==> config.mk <==
export PLATFORM = sky130hd
export DESIGN_NAME = misc_system_csr_block
export DESIGN_NICKNAME = d
export VERILOG_FILES = /design/src/hw/misc_csr_pkg.sv /design/src/hw/net_half_order.sv /design/src/hw/misc_system_csr_block.sv
export SDC_FILE = /design/constraint.sdc
export NUM_CORES = 1
export LEC_CHECK = 0
export BUFFER_PORTS_ARGS = -buffer_cell sky130_fd_sc_hd__clkbuf_2
export CORE_MARGIN = 2
export CORE_UTILIZATION = 51
export CTS_CLUSTER_DIAMETER = 60
export DETAILED_ROUTE_END_ITERATION = 8
export PLACE_DENSITY = 0.69
export SLEW_MARGIN = 20
export SYNTH_ARGS = -nofsm -noshare
export SYNTH_HDL_FRONTEND = slang
export SYNTH_SLANG_ARGS = --single-unit
==> constraint.sdc <==
create_clock -name clock_in -period 6.74 [get_ports clock_in]
set_input_delay 0.337 -clock clock_in [delete_from_list [all_inputs] [get_ports clock_in]]
set_output_delay 0.337 -clock clock_in [all_outputs]
set_load 0.005 [all_outputs]
==> src/hw/misc_csr_pkg.sv <==
package misc_csr_pkg;

	// Register byte offsets on the host bus
	localparam logic [7:0] OFS_TIMER_CONFIG = 8'h8c;
	localparam logic [7:0] OFS_TIMER_CURRENT_VALUE = 8'h90;
	localparam logic [7:0] OFS_HOST_WORD_ORDER = 8'h98;
	localparam logic [7:0] OFS_FREE_RUNNING_TICK_COUNT = 8'h9c;
	localparam logic [7:0] OFS_LOST_FRAME_COUNTER = 8'ha0;
	localparam logic [7:0] OFS_MAC_INDIRECT_COMMAND = 8'ha4;
	localparam logic [7:0] OFS_MAC_INDIRECT_VALUE = 8'ha8;

	// Field positions within 32-bit registers
	localparam int RUN_BIT = 29;
	localparam int BUSY_BIT = 31;
	localparam int READ_NOT_WRITE_BIT = 30;
	localparam int HALF_WIDTH = 16;

	// Reset values
	localparam logic [15:0] PRELOAD_RESET = 16'hffff;
	localparam logic [15:0] COUNT_RESET = 16'hffff;
	localparam logic [31:0] WORD_ORDER_RESET = 32'h0000_0000;
	localparam logic [31:0] TICK_COUNT_RESET = 32'h0000_0000;
	localparam logic [31:0] DROP_RESET = 32'h0000_0000;
	localparam logic [31:0] MAC_VALUE_RESET = 32'h0000_0000;
	localparam logic [7:0] MAC_ADDR_RESET = 8'h00;

	// Special values
	localparam logic [31:0] WORD_ORDER_SWAPPED = 32'hffff_ffff;
	localparam logic [31:0] DROP_BELOW_MID = 32'h7fff_ffff;
	localparam logic [31:0] DROP_MID = 32'h8000_0000;

	// Rates: 10000 kHz system clock, 25000 kHz tick reference
	localparam logic [15:0] CLK_FREQ_KHZ = 16'h2710;
	localparam logic [15:0] TICK_FREQ_KHZ = 16'h61a8;
	localparam int CLK_PERIOD_NS = 100;
	localparam int TICK_CLEAR_TIME_NS = 160;
	localparam int TICK_CLEAR_CYCLES =
		(TICK_CLEAR_TIME_NS + CLK_PERIOD_NS - 1) / CLK_PERIOD_NS;
	localparam int TIMER_TICK_CYCLES_DEFAULT = 1000;

	typedef struct packed {
		logic [7:0] addr;
		logic rd;
		logic wr;
		logic [15:0] wdata;
	} host_bus_s;

	typedef struct packed {
		logic req;
		logic read_not_write;
		logic [7:0] addr;
		logic [31:0] wdata;
	} mac_req_s;

	typedef enum logic [1:0] {
		TX_IDLE = 2'b00,
		TX_LOW = 2'b01,
		TX_HIGH = 2'b10
	} tx_phase_e;

endpackage

==> src/hw/net_half_order.sv <==
`timescale 1ns/100ps
module net_half_order
	import misc_csr_pkg::*;
(
	input wire logic clock_in,
	input wire logic rst_n_in,
	input wire logic [31:0] tx_word_in,
	input wire logic tx_word_valid_in,
	output logic tx_ready_out,
	output logic [15:0] net_tx_half_out,
	output logic net_tx_valid_out,
	input wire logic [15:0] net_rx_half_in,
	input wire logic net_rx_valid_in,
	output logic [31:0] rx_word_out,
	output logic rx_word_valid_out
);

	typedef struct packed {
		tx_phase_e phase;
		logic tx_ready;
		logic [15:0] tx_high;
		logic [15:0] tx_half;
		logic tx_valid;
		logic rx_have_low;
		logic [15:0] rx_low;
		logic [31:0] rx_word;
		logic rx_valid;
	} order_state_s;

	localparam order_state_s ORDER_RESET = '{
		phase: TX_IDLE,
		tx_ready: 1'b1,
		default: '0
	};

	order_state_s s;
	order_state_s n;

	always_comb begin
		n = s;
		n.tx_valid = 1'b0;
		n.rx_valid = 1'b0;
		unique case (s.phase)
			TX_IDLE: begin
				if (tx_word_valid_in) begin
					n.tx_half = tx_word_in[15:0]; // RULE9
					n.tx_high = tx_word_in[31:16];
					n.tx_valid = 1'b1;
					n.phase = TX_LOW;
				end
			end
			TX_LOW: begin
				n.tx_half = s.tx_high; // RULE9
				n.tx_valid = 1'b1;
				n.phase = TX_HIGH;
			end
			TX_HIGH: begin
				n.phase = TX_IDLE;
			end
			default: begin
				n.phase = TX_IDLE;
			end
		endcase
		// Registered copy so the ready port leaves a flop directly
		n.tx_ready = (n.phase == TX_IDLE);
		if (net_rx_valid_in) begin
			if (s.rx_have_low) begin
				n.rx_word = {net_rx_half_in, s.rx_low}; // RULE9
				n.rx_valid = 1'b1;
				n.rx_have_low = 1'b0;
			end else begin
				n.rx_low = net_rx_half_in;
				n.rx_have_low = 1'b1;
			end
		end
	end

	always_ff @(posedge clock_in or negedge rst_n_in) begin
		if (!rst_n_in) begin
			s <= ORDER_RESET;
		end else begin
			s <= n;
		end
	end

	assign tx_ready_out = s.tx_ready;
	assign net_tx_half_out = s.tx_half;
	assign net_tx_valid_out = s.tx_valid;
	assign rx_word_out = s.rx_word;
	assign rx_word_valid_out = s.rx_valid;
endmodule

==> src/hw/misc_system_csr_block.sv <==
//Contract
// RULE1: Run bit starts timer, zero halts it
// RULE2: Run falling edge presets preload to ones
// RULE3: Timer starts counting from preload value
// RULE4: Timer interrupt at each completed interval
// RULE5: Live timer count readable, resets all ones
// RULE6: Count down per tick, reload at zero
// RULE7: Normal order: A1 set selects upper half
// RULE8: Word order all ones: A1 set selects lower
// RULE9: Network side always moves lower word first
// RULE10: 32-bit counter, reset zero, 25MHz increments
// RULE11: First half read latches whole count
// RULE12: Counter clear may lag reset 160 ns
// RULE13: Counter runs in every power state
// RULE14: Dropped frame increments the lost counter
// RULE15: Host read clears the lost counter
// RULE16: Interrupt when lost counter crosses midpoint
// RULE17: Busy write starts indirect MAC access
// RULE18: Busy holds until done, then self-clears
// RULE19: Host leaves command, value alone while busy
// RULE20: Read-not-write bit picks read or write
// RULE21: Eight-bit field addresses the MAC register
// RULE22: Value register carries indirect write/read data
`timescale 1ns/100ps
module misc_system_csr_block
	import misc_csr_pkg::*;
#(
	parameter int TIMER_TICK_CYCLES = TIMER_TICK_CYCLES_DEFAULT
) (
	input wire logic clock_in,
	input wire logic rst_n_in,
	input wire host_bus_s host_in,
	output logic [15:0] host_rdata_out,
	output logic host_rvalid_out,
	output logic word_order_swapped_out,
	output logic timer_irq_out,
	input wire logic frame_dropped_in,
	output logic drop_half_irq_out,
	output mac_req_s mac_out,
	input wire logic mac_ack_in,
	input wire logic [31:0] mac_rdata_in,
	input wire logic [31:0] tx_word_in,
	input wire logic tx_word_valid_in,
	output logic tx_ready_out,
	output logic [15:0] net_tx_half_out,
	output logic net_tx_valid_out,
	input wire logic [15:0] net_rx_half_in,
	input wire logic net_rx_valid_in,
	output logic [31:0] rx_word_out,
	output logic rx_word_valid_out
);

	localparam logic [15:0] TICK_LAST = 16'(TIMER_TICK_CYCLES - 1);

	typedef struct packed {
		logic run;
		logic [15:0] preload;
		logic [15:0] count;
		logic [15:0] tick_div;
		logic timer_irq;
		logic [31:0] word_order;
		logic swap;
		logic [15:0] phase;
		logic [31:0] tick_count;
		logic tick_held;
		logic [31:0] tick_snap;
		logic [31:0] drop;
		logic drop_held;
		logic [31:0] drop_snap;
		logic drop_irq;
		logic busy;
		logic read_not_write;
		logic [7:0] mac_addr;
		logic [31:0] mac_value;
		logic [15:0] rdata;
		logic rvalid;
	} csr_state_s;

	localparam csr_state_s CSR_RESET = '{
		preload: PRELOAD_RESET,
		count: COUNT_RESET,
		word_order: WORD_ORDER_RESET,
		tick_count: TICK_COUNT_RESET,
		drop: DROP_RESET,
		mac_addr: MAC_ADDR_RESET,
		mac_value: MAC_VALUE_RESET,
		default: '0
	};

	csr_state_s s;
	csr_state_s n;

	logic sel_tcfg;
	logic sel_tcur;
	logic sel_order;
	logic sel_tick;
	logic sel_drop;
	logic sel_cmd;
	logic sel_value;
	logic upper;
	logic timer_tick;
	logic [15:0] phase_sum;
	logic [1:0] tick_inc;
	logic [31:0] drop_base;
	logic [31:0] rd_word;

	assign sel_tcfg = host_in.addr[7:2] == OFS_TIMER_CONFIG[7:2];
	assign sel_tcur = host_in.addr[7:2] == OFS_TIMER_CURRENT_VALUE[7:2];
	assign sel_order = host_in.addr[7:2] == OFS_HOST_WORD_ORDER[7:2];
	assign sel_tick = host_in.addr[7:2] == OFS_FREE_RUNNING_TICK_COUNT[7:2];
	assign sel_drop = host_in.addr[7:2] == OFS_LOST_FRAME_COUNTER[7:2];
	assign sel_cmd = host_in.addr[7:2] == OFS_MAC_INDIRECT_COMMAND[7:2];
	assign sel_value = host_in.addr[7:2] == OFS_MAC_INDIRECT_VALUE[7:2];
	// A1 picks the half, inverted when the order register is all ones
	assign upper = host_in.addr[1] ^ s.swap; // RULE7 RULE8
	assign timer_tick = (s.tick_div == TICK_LAST);

	always_comb begin
		n = s;
		n.timer_irq = 1'b0;
		n.drop_irq = 1'b0;
		n.rvalid = 1'b0;
		rd_word = 32'h0000_0000;
		drop_base = s.drop;

		// 2.5 ticks per clock: phase accumulator, no gating by power state
		phase_sum = s.phase + TICK_FREQ_KHZ;
		tick_inc = 2'h0;
		for (int i = 0; i < 3; i++) begin
			if (phase_sum >= CLK_FREQ_KHZ) begin
				phase_sum = phase_sum - CLK_FREQ_KHZ;
				tick_inc = tick_inc + 2'h1;
			end
		end
		n.phase = phase_sum;
		n.tick_count = s.tick_count + {30'h0, tick_inc}; // RULE10 RULE13

		if (timer_tick) begin
			n.tick_div = 16'h0000;
		end else begin
			n.tick_div = s.tick_div + 16'h0001;
		end
		if (s.run && timer_tick) begin // RULE1
			if (s.count == 16'h0000) begin
				n.count = s.preload; // RULE6
				n.timer_irq = 1'b1; // RULE4
			end else begin
				n.count = s.count - 16'h0001; // RULE6
			end
		end

		if (s.busy && mac_ack_in) begin
			n.busy = 1'b0; // RULE18
			if (s.read_not_write) begin
				n.mac_value = mac_rdata_in; // RULE22
			end
		end

		if (host_in.rd) begin
			n.rvalid = 1'b1;
			if (sel_tcfg) begin
				rd_word = {2'b00, s.run, 13'h0000, s.preload};
			end
			if (sel_tcur) begin
				rd_word = {16'h0000, s.count}; // RULE5
			end
			if (sel_order) begin
				rd_word = s.word_order;
			end
			if (sel_tick) begin
				if (s.tick_held) begin
					rd_word = s.tick_snap; // RULE11
					n.tick_held = 1'b0;
				end else begin
					rd_word = s.tick_count;
					n.tick_snap = s.tick_count; // RULE11
					n.tick_held = 1'b1;
				end
			end
			if (sel_drop) begin
				if (s.drop_held) begin
					rd_word = s.drop_snap;
					n.drop_held = 1'b0;
				end else begin
					// Capture and clear together so no drop is lost
					rd_word = s.drop;
					n.drop_snap = s.drop;
					n.drop_held = 1'b1;
					drop_base = DROP_RESET; // RULE15
				end
			end
			if (sel_cmd) begin
				rd_word = {s.busy, s.read_not_write, 22'h00_0000, s.mac_addr};
			end
			if (sel_value) begin
				rd_word = s.mac_value;
			end
			n.rdata = upper ? rd_word[31:16] : rd_word[15:0];
		end

		// An increment in the clearing cycle survives: set wins
		if (frame_dropped_in) begin
			n.drop = drop_base + 32'h0000_0001; // RULE14
			if (drop_base == DROP_BELOW_MID) begin
				n.drop_irq = 1'b1; // RULE16
			end
		end else begin
			n.drop = drop_base;
		end

		if (host_in.wr) begin
			if (sel_tcfg && upper) begin
				n.run = host_in.wdata[RUN_BIT - HALF_WIDTH]; // RULE1
				if (s.run && !host_in.wdata[RUN_BIT - HALF_WIDTH]) begin
					n.preload = PRELOAD_RESET; // RULE2
				end
				if (!s.run && host_in.wdata[RUN_BIT - HALF_WIDTH]) begin
					n.count = s.preload; // RULE3
				end
			end
			if (sel_tcfg && !upper) begin
				n.preload = host_in.wdata; // RULE3
			end
			if (sel_order && upper) begin
				n.word_order[31:16] = host_in.wdata;
			end
			if (sel_order && !upper) begin
				n.word_order[15:0] = host_in.wdata;
			end
			// Writes while busy are dropped to keep the access coherent
			if (sel_cmd && !s.busy) begin // RULE19
				if (upper) begin
					n.busy = host_in.wdata[BUSY_BIT - HALF_WIDTH]; // RULE17
					n.read_not_write =
						host_in.wdata[READ_NOT_WRITE_BIT - HALF_WIDTH]; // RULE20
				end else begin
					n.mac_addr = host_in.wdata[7:0]; // RULE21
				end
			end
			if (sel_value && !s.busy) begin // RULE19
				if (upper) begin
					n.mac_value[31:16] = host_in.wdata; // RULE22
				end else begin
					n.mac_value[15:0] = host_in.wdata; // RULE22
				end
			end
		end
		n.swap = (n.word_order == WORD_ORDER_SWAPPED); // RULE8
	end

	// Counter clears at once, well inside the allowed lag
	always_ff @(posedge clock_in or negedge rst_n_in) begin
		if (!rst_n_in) begin
			s <= CSR_RESET; // RULE12
		end else begin
			s <= n;
		end
	end

	assign host_rdata_out = s.rdata;
	assign host_rvalid_out = s.rvalid;
	assign word_order_swapped_out = s.swap;
	assign timer_irq_out = s.timer_irq;
	assign drop_half_irq_out = s.drop_irq;
	assign mac_out.req = s.busy;
	assign mac_out.read_not_write = s.read_not_write;
	assign mac_out.addr = s.mac_addr;
	assign mac_out.wdata = s.mac_value;

	net_half_order u_net_half_order (
		.clock_in(clock_in),
		.rst_n_in(rst_n_in),
		.tx_word_in(tx_word_in),
		.tx_word_valid_in(tx_word_valid_in),
		.tx_ready_out(tx_ready_out),
		.net_tx_half_out(net_tx_half_out),
		.net_tx_valid_out(net_tx_valid_out),
		.net_rx_half_in(net_rx_half_in),
		.net_rx_valid_in(net_rx_valid_in),
		.rx_word_out(rx_word_out),
		.rx_word_valid_out(rx_word_valid_out)
	);
endmodule

== Word-level counts from Yosys, hierarchy flattened ==
Cells that the tools add are included.

* Register bits: 375
* Input port bits: 112

* Add/sub/neg operators: 10
* Equality and inequality tests: 12
* Reductions and logical operators: 30
* Mux-type cells: 55
* Bitwise operators: 3
* Order comparisons: 3

{| class="wikitable"
|+ Operators by type and width
! cell !! count
|-
| 2-to-1 mux 32 bit || 17
|-
| 2-to-1 mux 16 bit || 15
|-
| >= comparator 16 x 14 -> 1 bit (second input constant) || 3
|-
| subtractor 16 x 14 -> 16 bit (second input constant) || 3
|-
| equality test 6 bit (second input constant) || 7
|-
| 2-to-1 mux 42 bit || 1
|-
| case mux 17 bit (2 select lines) || 1
|-
| adder 32 x 1 -> 32 bit (second input constant) || 1
|-
| adder 32 x 2 -> 32 bit || 1
|-
| equality test 32 x 31 -> 1 bit (second input constant) || 1
|-
| equality test 32 bit (second input constant) || 1
|-
| 2-to-1 mux 30 bit || 1
|-
| 2-to-1 mux 17 bit || 1
|-
| adder 16 x 1 -> 16 bit (second input constant) || 1
|-
| adder 16 x 15 -> 16 bit (second input constant) || 1
|-
| equality test 16 x 10 -> 1 bit (second input constant) || 1
|-
| logical NOT 16 bit || 1
|-
| subtractor 16 x 1 -> 16 bit (second input constant) || 1
|-
| AND reduction 2 bit || 7
|-
| 2-to-1 mux 1 bit || 12
|-
| logical AND 1 bit || 10
|-
| 2-to-1 mux 10 bit || 1
|-
| AND reduction 3 bit || 3
|-
| 2-to-1 mux 2 bit || 4
|-
| other kinds (10) || 18
|}

== Logic depth before layout (Yosys ltp) ==
Gate-level depths: netlist of run 1.

* Depth in word-level cells: 9
* Gate-level depth with buffers: 36

== Hierarchy ==
From an unflattened synthesis of run 1, not the netlist that was laid out.

* Cell total of the unflattened synthesis: 1,946
* Area, all modules: 20,314.5 µm²

{| class="wikitable"
|+ By module, submodules not included
! module !! seq. area each (µm²) !! cells an instance !! instances !! area an instance (µm²)
|-
| misc_system_csr_block || 7,196.9 || 1,693 || 1 || 16,602.2
|-
| net_half_order || 2,153.3 || 253 || 1 || 3,712.3
|}

== Least setup slack after synthesis of run 1 ==
No wires, ideal clock.

* Kind: reg-to-reg
* From: register s[193] (netlist name)
* To: register s[188] (netlist name)
* Stages on the path, launching flop included: 35
* Arrival: 6.117 ns
* Setup time: 0.123 ns
* Setup slack: 0.500 ns
* Cells stage by stage: dfrtp_1 > ha_1 > nand2b_1 > nand2_1 > ha_1 > clkbuf_1 > o2111ai_1 > nand4_2 > nand3_1 > inv_2 > buf_2 > xnor2_1 > inv_1 > ha_1 > nand2_1 > nand2_1 > o2111ai_2 > nand2_4 > inv_2 > buf_6 > mux2_2 > ha_1 > inv_1 > o32ai_4 > o21bai_2 > a21boi_4 > buf_6 > o21ai_0 > fa_1 > nand2_1 > nor2_1 > nand3_1 > nor2_1 > nand4_1 > xnor2_1

{| class="wikitable"
|+ RTL lines
! element !! line !! text
|-
| start: declaration || misc_system_csr_block.sv:90 || <nowiki>csr_state_s s;</nowiki>
|-
| start signal: assignment || misc_system_csr_block.sv:256 || <nowiki>s <= n;</nowiki>
|}

==> flow_summary.yaml, run 1 <==
cts:
  clk_pin_slew_worst_paths_ns: 0.06
  cts_root_buf: "clkbuf_16"
  clock_latency_ns: 0.56
  cts_buffer_depth: 3
  clock-sinks: 372
  cts_buffers: 40
  htree_levels: 2
  cts_tree: "built"
  post-cts-setup-buffer-count: 0
synth:
  synth_top_cell_by_area: "dfrtp_1"
  synth.cell_area_mm2: 0.0204
  synth.avg_cell_area_um2: 10.0
  synth_seq_cells: 372
  synth_nets: 2159
  synth_edf_count: 0
  synth.distinct_cells: 97
  synth_top_area_share_pct: 41.6
  synthCells: 2032
  synth.most_common_cell: "dfrtp_1"
  synthArstFlopShare_pct: 100
  ys.flop_type: "dfrtp_1"
  synth_area_leaders: "dfrtp_1 42%, mux2_2 9.5%, nand2_1 4.5%, dfstp_2 4.3%, buf_4 4.0%"
  synth_common_cells: "339 x dfrtp_1, 243 x nand2_1, 192 x nor2_1"
  yosysSeqAreaShare_pct: 45.9
  yosys_warnings: 0
drt:
  drt_iter0_markers: 1395
  wl_per_cell_um: 20.7
  dr.pass1.iters: 6
  vias: 16000
  ant_nets: 0
  drc_errors: 0
  routed_wl_um: 55700
  via_per_inst: 5.95
worst_hold_path:
  hold_class: "in2reg"
  hp-start: "tx_word_in[17]"
  hold_depth: 2
grt:
  grt_pass1_vias: 15700
  grt_pass1_wl_um: 87000
  globalRouteOverflowTotal: 0
  antenna_found_initial: 2
  grt_max_degree: 141
  track_usage_pct: 26.7
sta:
  drv_slew: 0
  slew_headroom_pct: 40.0
  fin_skew_ns: 0.0193
  hold_ws_ns: 0.0267
  setup_slack_ns: 0.469
  fmax_ghz: 0.159
  finalHoldViolations: 0
  fin_crit_ns: 6.27
  tightest_slew_ns: 0.891
  post-route-period-util_pct: 93.0
  tns_ns: 0
  finalSetupViolations: 0
floorplan:
  die_height_um: 204
  die_x_um: 204
  dieArea_mm2: 0.0416
  pin_count: 225
  core_mm2: 0.0396
  initial_core_util_pct: 51.4
  rows: 73
setup_path:
  critPathMaxStageDelay_ns: 0.46
  crit_path_end_kind: "flip-flop"
  cp.arrival_ns: 6.70
  reg2regPathDepth: 32
  required_ns: 7.17
  critPathMaxFanout: 12
  crit_path_start_kind: "flip-flop"
  critPathKind: "reg2reg"
  r2r-start: "s[194]"
  reg2reg_slack_ns: 0.47
  startpoint: "s[194]"
  critPathSlowestCell: "dfrtp_2"
place:
  portBuffers: 223
  dp_hpwl_um: 39400
  dpl_cell_area_mm2: 0.0214
  pre_cts_ws_ns: 0.154
  place.gp.congestion: 0.905
finish:
  area_growth_pct: 12.3
  n_antenna_cell: 0
  fin_area_mm2: 0.0229
  nets: 2266
  layout-drive-gt1-share_pct: 28.0
power:
  peakVddDrop_uv: 197
  leakagePower_nw: 10.5
  powerDensity_mw_per_mm2: 265
flow_run:
  drv_cap: 0
status:
  outcome: "finished clean"
## per-stage QoR
step / total power [W] / instances / utilization [%]
after floorplan: 0.00354 / 2032 / -
after global placement: 0.00373 / 2611 / 53.9
after detailed placement: 0.00379 / 2611 / 53.9
after CTS: 0.00612 / 2692 / 57.6
after global routing: 0.00633 / 2692 / 57.7
final: 0.00607 / 2692 / 57.7
## power by group
| part | switching, W | total [W] | internal [W] |
|---|---|---|---|
| sequential | 0.000238 | 0.00281 | 0.00257 |
| combinational | 0.000455 | 0.000943 | 0.000488 |
| clock | 0.000913 | 0.00232 | 0.00140 |
| total | 0.00161 | 0.00607 | 0.00446 |
## worst max-delay path: cells and delay by family (launching register included)
kind | cells | cell delay [ns]
xor+xnor | 3 | 0.50
mux | 1 | 0.39
fa+ha+maj | 6 | 1.32
simple gates | 12 | 1.80
flops | 1 | 0.46
buf+inv | 4 | 0.54
compound gates | 6 | 1.10
## sequential cells by signal (all words and copies together) (netlist names), 16 cells and up
signal                            count
host_rdata_out                       16
mac_out                              42
s                                   224
u_net_half_order.net_tx_half_out     16
u_net_half_order.rx_word_out         32
u_net_half_order.s                   35
## worst paths after layout
path	endpoint
worst max register to register	s[188]
worst max-delay path	s[188]
worst min register to register	s[62]
worst min-delay path	u_net_half_order.s[68]
min in group asynchronous	timer_irq_out
max in group asynchronous	s[205]
## repair_timing
action,in CTS,in global routing
endpoints found under the hold margin,94,0
gates resized for setup,0,12
endpoints found under the setup margin,0,20
hold buffers,11,0
## cell type report
type,instances,area [um^2]
clock inverter,15,213
sequential,372,9350
timing repair buffer,276,1580
tap,525,657
clock buffer,55,1170
inverter,29,110
fill,3409,16700
multi-input combinational,1420,9820
## per-layer routing
metal | vias to the layer above | global-route usage [%] | wire [um]
met5 | - | 0 | 0
met4 | 0 | 9.70 | 2000
met3 | 125 | 4.67 | 4010
met2 | 619 | 42.3 | 25700
met1 | 7961 | 37.0 | 24000
li1 | 7323 | - | -
## cell usage in the layout (no fill, tap or decap), types with 6 or more instances in the layout
cell type,synthesis,layout
clkinv_2,0,7
a31oi_1,18,18
nand2b_1,9,9
nand2_1,243,243
and2_1,12,12
clkbuf_8,0,9
a21oi_1,111,110
ha_1,14,12
and4_1,8,8
o21ai_1,8,9
buf_4,108,40
a22oi_1,31,31
nor4_1,13,11
mux4_2,7,7
nand4_1,35,35
dfrtp_1,339,338
o21ai_0,83,82
nor2b_1,7,6
or2_2,7,7
mux2_2,172,172
nor3_1,21,19
mux2i_1,70,70
dfstp_2,33,33
or3_1,20,20
o211ai_1,16,16
xor2_1,50,49
dlygate4sd3_1,0,11
xnor2_1,68,66
clkbuf_16,0,41
nand3_1,45,43
inv_1,26,26
nor2_1,192,189
a222oi_1,9,9
clkbuf_2,1,222
and3_1,21,21
a221oi_1,14,14
## cells by family after synthesis
logic type | count (synthesis) | synth area share [%]
flip-flops | 372 | 45.9
AND/OR/NAND/NOR | 654 | 14.7
buffers and inverters | 240 | 6.57
multiplexers | 250 | 13.8
adder cells (fa/ha/maj) | 15 | 0.957
AO/OA/AOI/OAI | 378 | 12.5
XOR/XNOR | 123 | 5.61
No activity file was read; power rests on OpenSTA's default activity.
==> run 2: changes to the inputs <==
--- a/config.mk
+++ b/config.mk
@@ -6,11 +6,13 @@
 export NUM_CORES = 1
 export LEC_CHECK = 0
 export BUFFER_PORTS_ARGS = -buffer_cell sky130_fd_sc_hd__clkbuf_2
+export CELL_PAD_IN_SITES_DETAIL_PLACEMENT = 1
+export CELL_PAD_IN_SITES_GLOBAL_PLACEMENT = 1
 export CORE_MARGIN = 2
-export CORE_UTILIZATION = 51
+export CORE_UTILIZATION = 47
 export CTS_CLUSTER_DIAMETER = 60
 export DETAILED_ROUTE_END_ITERATION = 8
-export PLACE_DENSITY = 0.69
+export PLACE_DENSITY = 0.79
 export SLEW_MARGIN = 20
 export SYNTH_ARGS = -nofsm -noshare
 export SYNTH_HDL_FRONTEND = slang
==> run 2 against run 1 <==
Sequential power hardly changed. Total power is 1.7% higher. Utilization is 4.1 points lower. Clock-buffer cell count is 10 higher. Clock power is 3% higher. Critical endpoint is now s[187]. Highest routed layer unchanged.
==> flow_summary.yaml, run 2 (same netlist as run 1, synthesis figures left out) <==
drt:
  via_per_inst: 5.92
  vias: 16400
  routed_wl_um: 63100
  wl_per_cell_um: 22.8
  ant_nets: 0
  dr.pass1.iters: 7
  drc_errors: 0
  drt_iter0_markers: 1286
setup_path:
  crit_top_cell: "ha_1"
  critPathKind: "reg2reg"
  crit_path_start_kind: "flip-flop"
  reg2regPathDepth: 32
  critPathMaxStageDelay_ns: 0.48
  r2r-start: "s[194]"
  critPathMaxFanout: 9
  reg2reg_slack_ns: 0.55
  crit_path_end_kind: "flip-flop"
  critPathSlowestCell: "dfrtp_2"
  cp.arrival_ns: 6.67
  required_ns: 7.22
  reg2reg_to: "s[187]"
sta:
  slew_headroom_pct: 28.4
  setup_slack_ns: 0.552
  tightest_slew_ns: 1.07
  finalSetupViolations: 0
  fin_skew_ns: 0.0215
  finalHoldViolations: 0
  hold_ws_ns: 0.0245
  tns_ns: 0
  post-route-period-util_pct: 91.8
  fin_crit_ns: 6.19
  drv_slew: 0
  rsz0062_at_grt: "no"
  fmax_ghz: 0.162
cts:
  clock-sinks: 372
  htree_levels: 2
  cts_root_buf: "clkbuf_16"
  cts_buffer_depth: 3
  clock_latency_ns: 0.57
  cts_tree: "built"
  clk_pin_slew_worst_paths_ns: 0.06
  cts_buffers: 45
place:
  portBuffers: 223
  dpl.cell_count: 2670
  dp_hpwl_um: 44200
  dpl_cell_area_mm2: 0.0214
  place.gp.congestion: 0.896
  pre_cts_ws_ns: 0.0505
floorplan:
  initial_core_util_pct: 47.4
  die_x_um: 212
  core_mm2: 0.0430
  die_height_um: 212
  pin_count: 225
  dieArea_mm2: 0.0451
  rows: 76
finish:
  final_common_cell: "dfrtp_1"
  final_cells: 2764
  final_cell_mix: "338 x dfrtp_1, 243 x nand2_1, 222 x clkbuf_2"
  layout-drive-gt1-share_pct: 28.0
  area_growth_pct: 13.1
  largest_reg_flops: 224
  fin_area_mm2: 0.0231
  regMostFlops: "s"
  nets: 2274
grt:
  grt_max_degree: 143
  globalRouteOverflowTotal: 0
  grt_pass1_vias: 17400
  grt_pass1_wl_um: 98700
  track_usage_pct: 28.1
  antenna_found_initial: 2
power:
  powerDensity_mw_per_mm2: 268
  peakVddDrop_uv: 188
  leakagePower_nw: 10.5
worst_hold_path:
  hold_class: "in2reg"
  holdPathEnd: "u_net_half_order.s[72]"
  hold_depth: 2
  hp-start: "tx_word_in[21]"
flow_run:
  drv_cap: 0
status:
  outcome: "finished clean"
-- run 2: changes by cell type in the layout (fill, tap and decap cells not counted), moves of 3 or more --
cell / previous run / this run
clkbuf_1: 5 / 10
clkbuf_16: 41 / 46
buf_4: 40 / 43
bufinv_16: 5 / 2
-- run 2: area by class of cell --
type	count	area (um^2)
fill	4752	19900
multi-input combinational	1420	9810
sequential	372	9350
timing repair buffer	279	1590
clock buffer	65	1310
tap	585	732
clock inverter	13	143
inverter	29	109
antenna	1	2.50
-- run 2: stage by stage --
stage                     utilization [%]  total power, W
after floorplan                         -         0.00354
after global placement               49.8         0.00374
after detailed placement             49.8         0.00380
after CTS                            53.5         0.00622
after global routing                 53.6         0.00644
final                                53.6         0.00617
-- run 2: how the worst max path moves through the flow --
stage,from,endpoint,cells past startpoint
floorplan,s[193],s[188],34
global placement,s[194],s[188],31
detailed placement,s[194],s[188],30
CTS,s[194],s[188],30
global route,s[194],s[188],31
finish,s[194],s[187],32
-- run 2: worst max-delay path, delay by kind of cell (launching register included) --
kind                     cells  cell delay (ns)
AND/OR/NAND/NOR             11             1.66
AO/OA/AOI/OAI                8             1.65
adder cells (fa/ha/maj)      5             1.09
buffers and inverters        5             0.63
XOR/XNOR                     3             0.60
flip-flops                   1             0.48
-- run 2: power breakdown --
group / internal (W) / switching [W]
Clock: 0.00143 / 0.000959
Combinational: 0.000487 / 0.000475
Sequential: 0.00257 / 0.000251
-- run 2: routing by layer --
layer  share of wire (%)  GRT usage, %
met5                   0             0
met4                 4.2          11.7
met3                 6.0          5.21
met2                  47          46.0
met1                  42          36.6
-- run 2: timing repair --
item                       in CTS  in global routing
setup endpoints to repair       0                 21
hold buffers                   12                  0
resized for setup               0                 11
setup buffers                   0                  3
hold endpoints to repair      123                  0
==> run 3: changes to the inputs <==
==> constraint.sdc (replaced) <==
create_clock -name clock_in -period 6.74 [get_ports clock_in]
set_input_delay 1.348 -clock clock_in [delete_from_list [all_inputs] [get_ports clock_in]]
set_output_delay 1.348 -clock clock_in [all_outputs]
set_load 0.005 [all_outputs]
==> run 3 against run 2 <==
Clock-buffer cell count is the same. Combinational power shrank 2%. Register-to-register slack lost 0.11 ns. Fmax shrank 1.8%. Die area is the same. Global-route usage shrank 1.1 points. Critical path depth shrank 2. Clock power is essentially flat. Cell area shrank 0.79%. Final cell count shrank 0.72%. Critical endpoint is now s[188]. Highest routed layer unchanged.
==> flow_summary.yaml, run 3 (same netlist as run 1, synthesis figures left out) <==
drt:
  wl_per_cell_um: 22.4
  dr.pass1.iters: 9
  via_per_inst: 5.91
  drc_errors: 0
  routed_wl_um: 61400
  ant_nets: 0
  drt_iter0_markers: 1235
  vias: 16200
sta:
  finalHoldViolations: 0
  fin_skew_ns: 0.0152
  fin_crit_ns: 6.30
  drv_slew: 0
  finalSetupViolations: 0
  post-route-period-util_pct: 93.5
  tightest_slew_ns: 1.07
  rsz0062_at_grt: "no"
  fmax_ghz: 0.159
  setup_slack_ns: 0.441
  slew_headroom_pct: 28.9
cts:
  cts_buffers: 44
  htree_levels: 2
  cts_buffer_depth: 3
  clock-sinks: 372
  clock_latency_ns: 0.57
  cts_hold_buf: 0
  clk_pin_slew_worst_paths_ns: 0.06
  cts_root_buf: "clkbuf_16"
  cts_tree: "built"
grt:
  grt_max_degree: 162
  track_usage_pct: 27.0
  grt_pass1_wl_um: 94800
  antenna_found_initial: 1
  grt_pass1_vias: 16900
  globalRouteOverflowTotal: 0
power:
  leakagePower_nw: 10.4
  finalPower_w: 0.00615
  powerDensity_mw_per_mm2: 269
  peakVddDrop_uv: 150
finish:
  final_cell_mix: "338 x dfrtp_1, 243 x nand2_1, 222 x clkbuf_2"
  n_antenna_cell: 0
  nets: 2257
  regMostFlops: "s"
  largest_reg_flops: 224
  fin_util_pct: 53.2
  final_common_cell: "dfrtp_1"
  multi_input_area_mm2: 0.00981
  layout-drive-gt1-share_pct: 28.0
  nFillCells: 4823
  seq_area_mm2: 0.00935
  area_growth_pct: 12.2
place:
  pre_cts_ws_ns: -0.0310
  portBuffers: 223
  dp_hpwl_um: 43800
  place.gp.congestion: 0.881
setup_path:
  reg2regPathDepth: 30
  cp.depth: 30
  worst-path-buf-inv: 2
  reg2reg_slack_ns: 0.44
  cp.arrival_ns: 6.74
  critPathMaxFanout: 9
  crit_family: "simple AND/OR/NAND/NOR gates"
  critPathKind: "reg2reg"
  crit_path_start_kind: "flip-flop"
  critPathSlowestCell: "dfrtp_2"
  required_ns: 7.18
  crit_path_end_kind: "flip-flop"
  critPathMaxStageDelay_ns: 0.47
worst_hold_path:
  hold_class: "reg2reg"
  hold_depth: 1
floorplan:
  rows: 76
  core_mm2: 0.0430
  initial_core_util_pct: 47.4
  pin_count: 225
  dieArea_mm2: 0.0451
  die_height_um: 212
  die_x_um: 212
flow_run:
  drv_cap: 0
status:
  outcome: "finished clean"
==> run 3: stage by stage <==
stage	TNS, ns	instance area, um^2	hold slack, ns	instances
2_1_floorplan	0	20400	0.440	2032
3_3_place_gp	0	21400	0.453	2669
3_5_place_dp	-0.0310	21400	0.459	2669
4_1_cts	0	22800	0.473	2744
5_1_grt	0	22900	0.501	2744
6_report	0	22900	0.469	2744
==> run 3: repair_timing <==
item	4_1_cts	5_1_grt
setup buffers	0	0
resized for setup	2	9
setup endpoints to repair	3	22
==> run 3: layout make-up <==
class | instances | share of cell area [%]
inverters | 29 | 0.476
multi-input cells | 1420 | 42.9
repair buffers | 263 | 6.29
well taps | 585 | 3.20
clock buffers | 65 | 5.65
flip-flops and latches | 372 | 40.9
clock inverters | 10 | 0.607
==> run 3: where the power goes <==
part	total (W)	internal, W	switching, W
clock	0.00238	0.00143	0.000945
combinational	0.000945	0.000482	0.000463
sequential	0.00283	0.00257	0.000252
total	0.00615	0.00449	0.00166
==> run 3: path summary, 6_finish.rpt <==
path | to | startpoint
max in group asynchronous | s[194] | rst_n_in
hold reg to reg | s[255] | s[255]
setup / recovery | s[188] | s[194]
setup reg to reg | s[188] | s[194]
min in group asynchronous | mac_out[6] | rst_n_in
hold / removal | s[255] | s[255]
==> run 3: routing by layer <==
metal	track usage, %	routed length [um]
met3	5.64	4050
met1	35.1	26200
met4	8.95	1880
met5	0	0
met2	45.0	29300
